### src/hdl/asfr_params.svh
// constants for the arithmetic, reset-cause and bank status register
// assumes it is included by name wherever an offset or bit number is needed
`ifndef ASFR_PARAMS_SVH
`define ASFR_PARAMS_SVH

`define ASFR_STATUS_OFFSET   7'h03
`define ASFR_BIT_INDIRECT    7
`define ASFR_BIT_BANK_HIGH   6
`define ASFR_BIT_BANK_LOW    5
`define ASFR_BIT_WDT_EXPIRY  4
`define ASFR_BIT_SLEEP       3
`define ASFR_BIT_NULL        2
`define ASFR_BIT_NIBBLE      1
`define ASFR_BIT_BORROW      0
`define ASFR_POR_VALUE       8'h18
`define ASFR_READ_MASK       8'hFF
`define ASFR_UPPER_MSB       7
`define ASFR_UPPER_LSB       5
`define ASFR_FLAGS_MSB       2

`endif

### src/hdl/asfr_pkg.sv
// types shared by the status register and its flag generator
package asfr_pkg;
  typedef enum logic [2:0] {
    ASFR_OP_NONE,
    ASFR_OP_ADD,
    ASFR_OP_SUB,
    ASFR_OP_LOGIC,
    ASFR_OP_CLR
  } asfr_alu_op_t;
endpackage

### src/hdl/asfr_alu_if.sv
// operand and flag bundle between the status register and flag generator
// assumes both ends run on the same instruction clock
`timescale 1ns/100ps
interface asfr_alu_if;
  asfr_pkg::asfr_alu_op_t op;
  logic [7:0]             op_a;
  logic [7:0]             op_b;
  logic [7:0]             logic_res;
  logic [7:0]             result;
  logic                   z;
  logic                   dc;
  logic                   c;
  modport core (output op, op_a, op_b, logic_res,
                input  result, z, dc, c);
  modport gen  (input  op, op_a, op_b, logic_res,
                output result, z, dc, c);
endinterface

### src/hdl/asfr_status_reg.sv
// status register: alu flags, reset-cause flags and bank select bits
// assumes the core gives one-cycle instruction strobes on i_sys_clk and
// that reset-cause pulses come from logic already on this clock
`timescale 1ns/100ps
`include "asfr_params.svh"
module asfr_status_reg (
  input  wire logic                   i_sys_clk,
  input  wire logic                   i_reset_n,
  input  wire logic                   i_wr_en,
  input  wire logic [6:0]             i_file_addr,
  input  wire logic [7:0]             i_wr_data,
  input  wire asfr_pkg::asfr_alu_op_t i_alu_op,
  input  wire logic [7:0]             i_op_a,
  input  wire logic [7:0]             i_op_b,
  input  wire logic [7:0]             i_logic_res,
  input  wire logic                   i_sleep_op,
  input  wire logic                   i_clrwdt_op,
  input  wire logic                   i_wdt_timeout,
  input  wire logic                   i_master_clear_reset_rst,
  input  wire logic                   i_bor_rst,
  input  wire logic                   i_wdt_rst,
  output logic [7:0]                  o_status,
  output logic [7:0]                  o_rd_data,
  output logic [7:0]                  o_alu_result,
  output logic [7:0]                  o_bank_addr
);
  logic [7:0] status_ff;
  logic [7:0] nxt_status;
  logic [7:0] rd_data_ff;
  logic [7:0] nxt_rd_data;
  logic [7:0] result_ff;
  logic [7:0] nxt_result;
  logic       hit;
  logic       upd_z;
  logic       upd_dcc;
  logic       any_rst;

  asfr_alu_if alu ();

  assign alu.op        = i_alu_op;
  assign alu.op_a      = i_op_a;
  assign alu.op_b      = i_op_b;
  assign alu.logic_res = i_logic_res;

  asfr_flag_gen u_flag_gen (
    .alu (alu.gen)
  );

  // both bank images of the register decode to the same storage
  assign hit     = i_wr_en && (i_file_addr == `ASFR_STATUS_OFFSET);
  assign upd_dcc = (i_alu_op == asfr_pkg::ASFR_OP_ADD) ||
                   (i_alu_op == asfr_pkg::ASFR_OP_SUB);
  assign upd_z   = upd_dcc || (i_alu_op == asfr_pkg::ASFR_OP_LOGIC) ||
                   (i_alu_op == asfr_pkg::ASFR_OP_CLR);
  assign any_rst = i_master_clear_reset_rst || i_bor_rst || i_wdt_rst;

  always_comb begin
    nxt_status = status_ff;
    if (hit) begin
      nxt_status[`ASFR_UPPER_MSB:`ASFR_UPPER_LSB] =
        i_wr_data[`ASFR_UPPER_MSB:`ASFR_UPPER_LSB];
      // expiry and sleep bits are never taken from write data
      if (!upd_z) begin
        nxt_status[`ASFR_FLAGS_MSB:0] = i_wr_data[`ASFR_FLAGS_MSB:0];
      end
    end
    if (upd_z) begin
      nxt_status[`ASFR_BIT_NULL] = alu.z;
    end
    if (upd_dcc) begin
      nxt_status[`ASFR_BIT_NIBBLE] = alu.dc;
      nxt_status[`ASFR_BIT_BORROW] = alu.c;
    end
    if (i_sleep_op) begin
      nxt_status[`ASFR_BIT_WDT_EXPIRY] = 1'b1;
      nxt_status[`ASFR_BIT_SLEEP]      = 1'b0;
    end
    if (i_clrwdt_op) begin
      nxt_status[`ASFR_BIT_WDT_EXPIRY] = 1'b1;
      nxt_status[`ASFR_BIT_SLEEP]      = 1'b1;
    end
    // a timeout landing with sleep or clear-watchdog still wins
    if (i_wdt_timeout) begin
      nxt_status[`ASFR_BIT_WDT_EXPIRY] = 1'b0;
    end
    if (any_rst) begin
      nxt_status[`ASFR_UPPER_MSB:`ASFR_UPPER_LSB] = 3'h0;
      // the aborted instruction leaves its arithmetic flags unchanged
      nxt_status[`ASFR_FLAGS_MSB:0] = status_ff[`ASFR_FLAGS_MSB:0];
      if (i_bor_rst) begin
        nxt_status[`ASFR_BIT_WDT_EXPIRY] = 1'b1;
        nxt_status[`ASFR_BIT_SLEEP]      = 1'b1;
      end
      if (i_wdt_rst) begin
        nxt_status[`ASFR_BIT_WDT_EXPIRY] = 1'b0;
      end
    end
    nxt_rd_data = nxt_status & `ASFR_READ_MASK;
    nxt_result  = alu.result;
  end

  always_ff @(posedge i_sys_clk or negedge i_reset_n) begin
    if (!i_reset_n) begin
      status_ff  <= `ASFR_POR_VALUE;
      rd_data_ff <= `ASFR_POR_VALUE;
      result_ff  <= 8'h00;
    end else begin
      status_ff  <= nxt_status;
      rd_data_ff <= nxt_rd_data;
      result_ff  <= nxt_result;
    end
  end

  assign o_status     = status_ff;
  assign o_rd_data    = rd_data_ff;
  assign o_alu_result = result_ff;
  // direct address: bank select low forms the top address bit
  assign o_bank_addr  = {status_ff[`ASFR_BIT_BANK_LOW], i_file_addr};
endmodule // asfr_status_reg

### src/hdl/asfr_flag_gen.sv
// alu flag generator: zero, nibble carry and carry/borrow of one operation
// assumes operands are stable for the cycle in which the op is presented
`timescale 1ns/100ps
module asfr_flag_gen (
  asfr_alu_if.gen alu
);
  logic [8:0] sum9;
  logic [4:0] nib5;

  always_comb begin
    sum9       = 9'h000;
    nib5       = 5'h00;
    alu.result = 8'h00;
    case (alu.op)
      asfr_pkg::ASFR_OP_ADD: begin
        sum9 = {1'b0, alu.op_a} + {1'b0, alu.op_b};
        nib5 = {1'b0, alu.op_a[3:0]} + {1'b0, alu.op_b[3:0]};
        alu.result = sum9[7:0];
      end
      asfr_pkg::ASFR_OP_SUB: begin
        // two's complement add: carry out high means no borrow
        sum9 = {1'b0, alu.op_a} + {1'b0, ~alu.op_b} + 9'h001;
        nib5 = {1'b0, alu.op_a[3:0]} + {1'b0, ~alu.op_b[3:0]} + 5'h01;
        alu.result = sum9[7:0];
      end
      asfr_pkg::ASFR_OP_LOGIC: begin
        alu.result = alu.logic_res;
      end
      default: begin
        alu.result = 8'h00;
      end
    endcase
    alu.z  = (alu.result == 8'h00);
    alu.dc = nib5[4];
    alu.c  = sum9[8];
  end
endmodule // asfr_flag_gen

### config.mk
export PLATFORM = sky130hd
export DESIGN_NAME = asfr_status_reg
export DESIGN_NICKNAME = d
export VERILOG_FILES = /design/src/hdl/asfr_pkg.sv /design/src/hdl/asfr_alu_if.sv /design/src/hdl/asfr_status_reg.sv /design/src/hdl/asfr_flag_gen.sv
export VERILOG_INCLUDE_DIRS = /design/src /design/src/hdl
export SDC_FILE = /design/constraint.sdc
export NUM_CORES = 1
export LEC_CHECK = 0
export BUFFER_PORTS_ARGS = -buffer_cell sky130_fd_sc_hd__buf_2
export CORE_MARGIN = 2
export CORE_UTILIZATION = 29
export CTS_CLUSTER_DIAMETER = 30
export CTS_CLUSTER_SIZE = 28
export DETAILED_ROUTE_END_ITERATION = 8
export GPL_TIMING_DRIVEN = 0
export SLEW_MARGIN = 30
export SYNTH_ARGS = -nofsm -noshare
export SYNTH_HDL_FRONTEND = slang
export SYNTH_SLANG_ARGS = --single-unit
### constraint.sdc
create_clock -name i_sys_clk -period 1.1 [get_ports i_sys_clk]
set_input_delay 0.055 -clock i_sys_clk [delete_from_list [all_inputs] [get_ports i_sys_clk]]
set_output_delay 0.055 -clock i_sys_clk [all_outputs]
set_load 0.02 [all_outputs]
==> out/results.txt <==
WHS: 0.04029 ns
CTS tree: built
Nets: 380
CTS max path bufs: 2
Synthesis Warnings: 0
Initial Util: 30.46%
Max-Slew Margin vs Limit: 74.29%
FMAX: 0.5295 GHz
gr usage total: 14.22%
Worst Setup Path Type: primary input to flip-flop
max_cap viols: 0
Slew @ Worst Pin: 0.3857 ns
sequential share of the synthesized area: 23.73%
register clock-pin slew on the reported worst setup and hold paths: 0.06 ns
Slew Limit Fails: 0
crit end category: flip-flop
post-route cell area: 0.002758 sq mm
Die H: 80.52 um
# setup viols final: 9
Gate Count Post-Synth: 204
status: finished, violations left
Post-DRT Antenna Nets: 0
final core utilization: 49.47%
final hold viol count: 0
layout overhead on the synthesized area: 62.42%
post-DR vias/cell: 4.806
flops & latches, synth: 16
CP arrival: 2.05 ns
cell area after synthesis: 0.001698 sq mm
DP HPWL: 3.811 mm
vias in the first global route: 1,688
most common cell after layout, fill and taps aside: buf_2
register area: 402.9 sq um
port bufs: 80
I/O pin count: 83
Multi-input gate area: 0.001294 sq mm
pwr/cell area: 941.3 mW/mm^2
Bufs and invs on worst path: 2
CORE AREA: 0.005574 sq mm
most frequent cells in the layout: 76 x buf_2, 30 x buf_4, 18 x nor2_1
Detailed Route Iter0 Violations: 52
initial antenna violation count: 0
largest net degree at the start of global routing: 17
routability-driven placement congestion ratio: 0.8594
Pleak: 0.001367 uW
via count: 1,836
Root Buffer: clkbuf_8
Post-synth ARST share: 100.0%
H-tree levels: 1
worst hold path class: primary input to flip-flop
drt wl/cell: 12.72 um
Clock Latency Late Sink: 0.25 ns
Row Count: 27
Routed WL: 4.858 mm
crit-path max cell delay: 0.35 ns
RSZ-0062 raised after global routing: true
Final Cycle Share: 171.7%
peak supply drop: 0.5305 mV
Worst Path Max Fanout: 2
Die X: 80.52 um
layout cells sized above 1: 56.13%
DRC errors left: 0
Overflow after GRT: 0
kind of cell adding the most delay to the critical path: simple AND/OR/NAND/NOR gates
fin worst setup slack: -0.7887 ns
Period minus WS final: 1.889 ns
first-pass GRT wire length: 7.341 mm
Post-synth EDFFs: 0
syn_nets: 273
Final Non-Filler Cells: 382
Die ar.: 0.006483 sq mm
Worst EP required: 1.26 ns
syn avg cell area: 8.323 sq um
DRT Pass-1 Iters: 4
Critical Path Start Type: primary input
synth unique cells: 51
placed cell count: 356
Placement Cell Area: 0.002290 sq mm
Slowest-stage cell, CP: a211o_2
top_reg_cell synth: dfrtp_1
Clock Skew: 0 ns
failing checks: negative setup slack
Fillers: 538
Ant. Diodes: 0
Num CTS Buffers: 3
CTS sink count: 16
Critical Path, Cell by Cell: buf_12 > inv_8 > ha_4 > fa_2 > nand3b_1 > nand2_2 > a31oi_4 > xnor2_1 > a211o_2 > or3_4 > o31ai_4
cells in the mapped netlist (3+ instances only):
library cell,count,area (sq um)
a21o_1,3,22.52
ha_1,16,200.2
dfrtp_1,14,350.3
inv_1,21,78.83
buf_4,17,127.6
or2b_1,4,30.03
buf_2,3,15.01
nor3_1,3,15.01
nand2_1,8,30.03
nor2_1,22,82.58
mux2i_1,6,60.06
or3_1,3,18.77
o21ai_0,10,50.05
nand2b_1,3,18.77
o221ai_1,4,35.03
a21oi_1,14,70.07
nand3_1,4,20.02
per-layer routing:
metal	up-vias	share of wire (%)	global-route usage, %
met5	-	0	0
met4	0	1.2	3.729
met3	7	9.0	1.798
met2	81	48	26.67
met1	833	42	16.88
li1	915	-	-
power by group:
group | internal, uW | total [uW] | switching (uW) | leakage [uW]
combinational | 670 | 1370 | 702 | 0.00114
sequential | 665 | 717 | 51.9 | 0.000202
clock | 317 | 506 | 189 | 0.0000288
state kept, by name (all words and copies together) (netlist names):
signal	cells
o_alu_result	8
o_rd_data	8
what timing repair did:
action / in CTS / in global routing
buffers inserted: 11 / 10
pin swaps: 17 / 20
endpoints found under the setup margin: 10 / 10
hold buffers: 3 / 0
resized for setup: 16 / 41
endpoints found under the hold margin: 18 / 0
cells by family after synthesis:
kind of cell    share of synthesized area (%)
xor+xnor                                2.064
flops                                   23.73
simple gates                            18.50
compound gates                          23.21
mux                                     3.537
fa+ha+maj                               14.15
buf+inv                                 14.81
stage by stage:
step	power, uW	setup TNS (ns)	worst slack [ns]
floorplan	1446	-2.790	-0.9141
global placement	1802	-6.177	-1.253
detailed placement	1817	-6.402	-1.278
CTS	2456	-3.386	-0.7902
global route	2768	-4.157	-0.8594
finish	2596	-3.587	-0.7887
tightest hold or removal path, stage by stage:
cell and delay [ns]:
buf_2 0.09, nor2_1 0.03, o21ai_0 0.07
final cells by class:
type                       count  share of cell area [%]
multi-input combinational    143                   46.91
buffer                        23                   6.216
tap                           72                   3.267
sequential                    16                   14.61
timing repair buffer         103                   23.68
inverter                      21                   3.312
clock buffer                   4                   1.996
worst paths after layout:
check | startpoint | end | slack, ns | depth (start not counted)
max in group asynchronous | i_reset_n | o_rd_data[4] | 0.56 | 2
min | i_clrwdt_op | o_rd_data[3] | 0.04 | 3
max reg2reg | o_rd_data[2] | o_rd_data[2] | -0.26 | 3
max | i_op_a[0] | o_rd_data[2] | -0.79 | 11
min reg2reg | o_rd_data[3] | o_rd_data[3] | 0.50 | 2
min in group asynchronous | i_reset_n | o_rd_data[5] | 0.25 | 2
No activity file was read; power rests on OpenSTA's default activity.
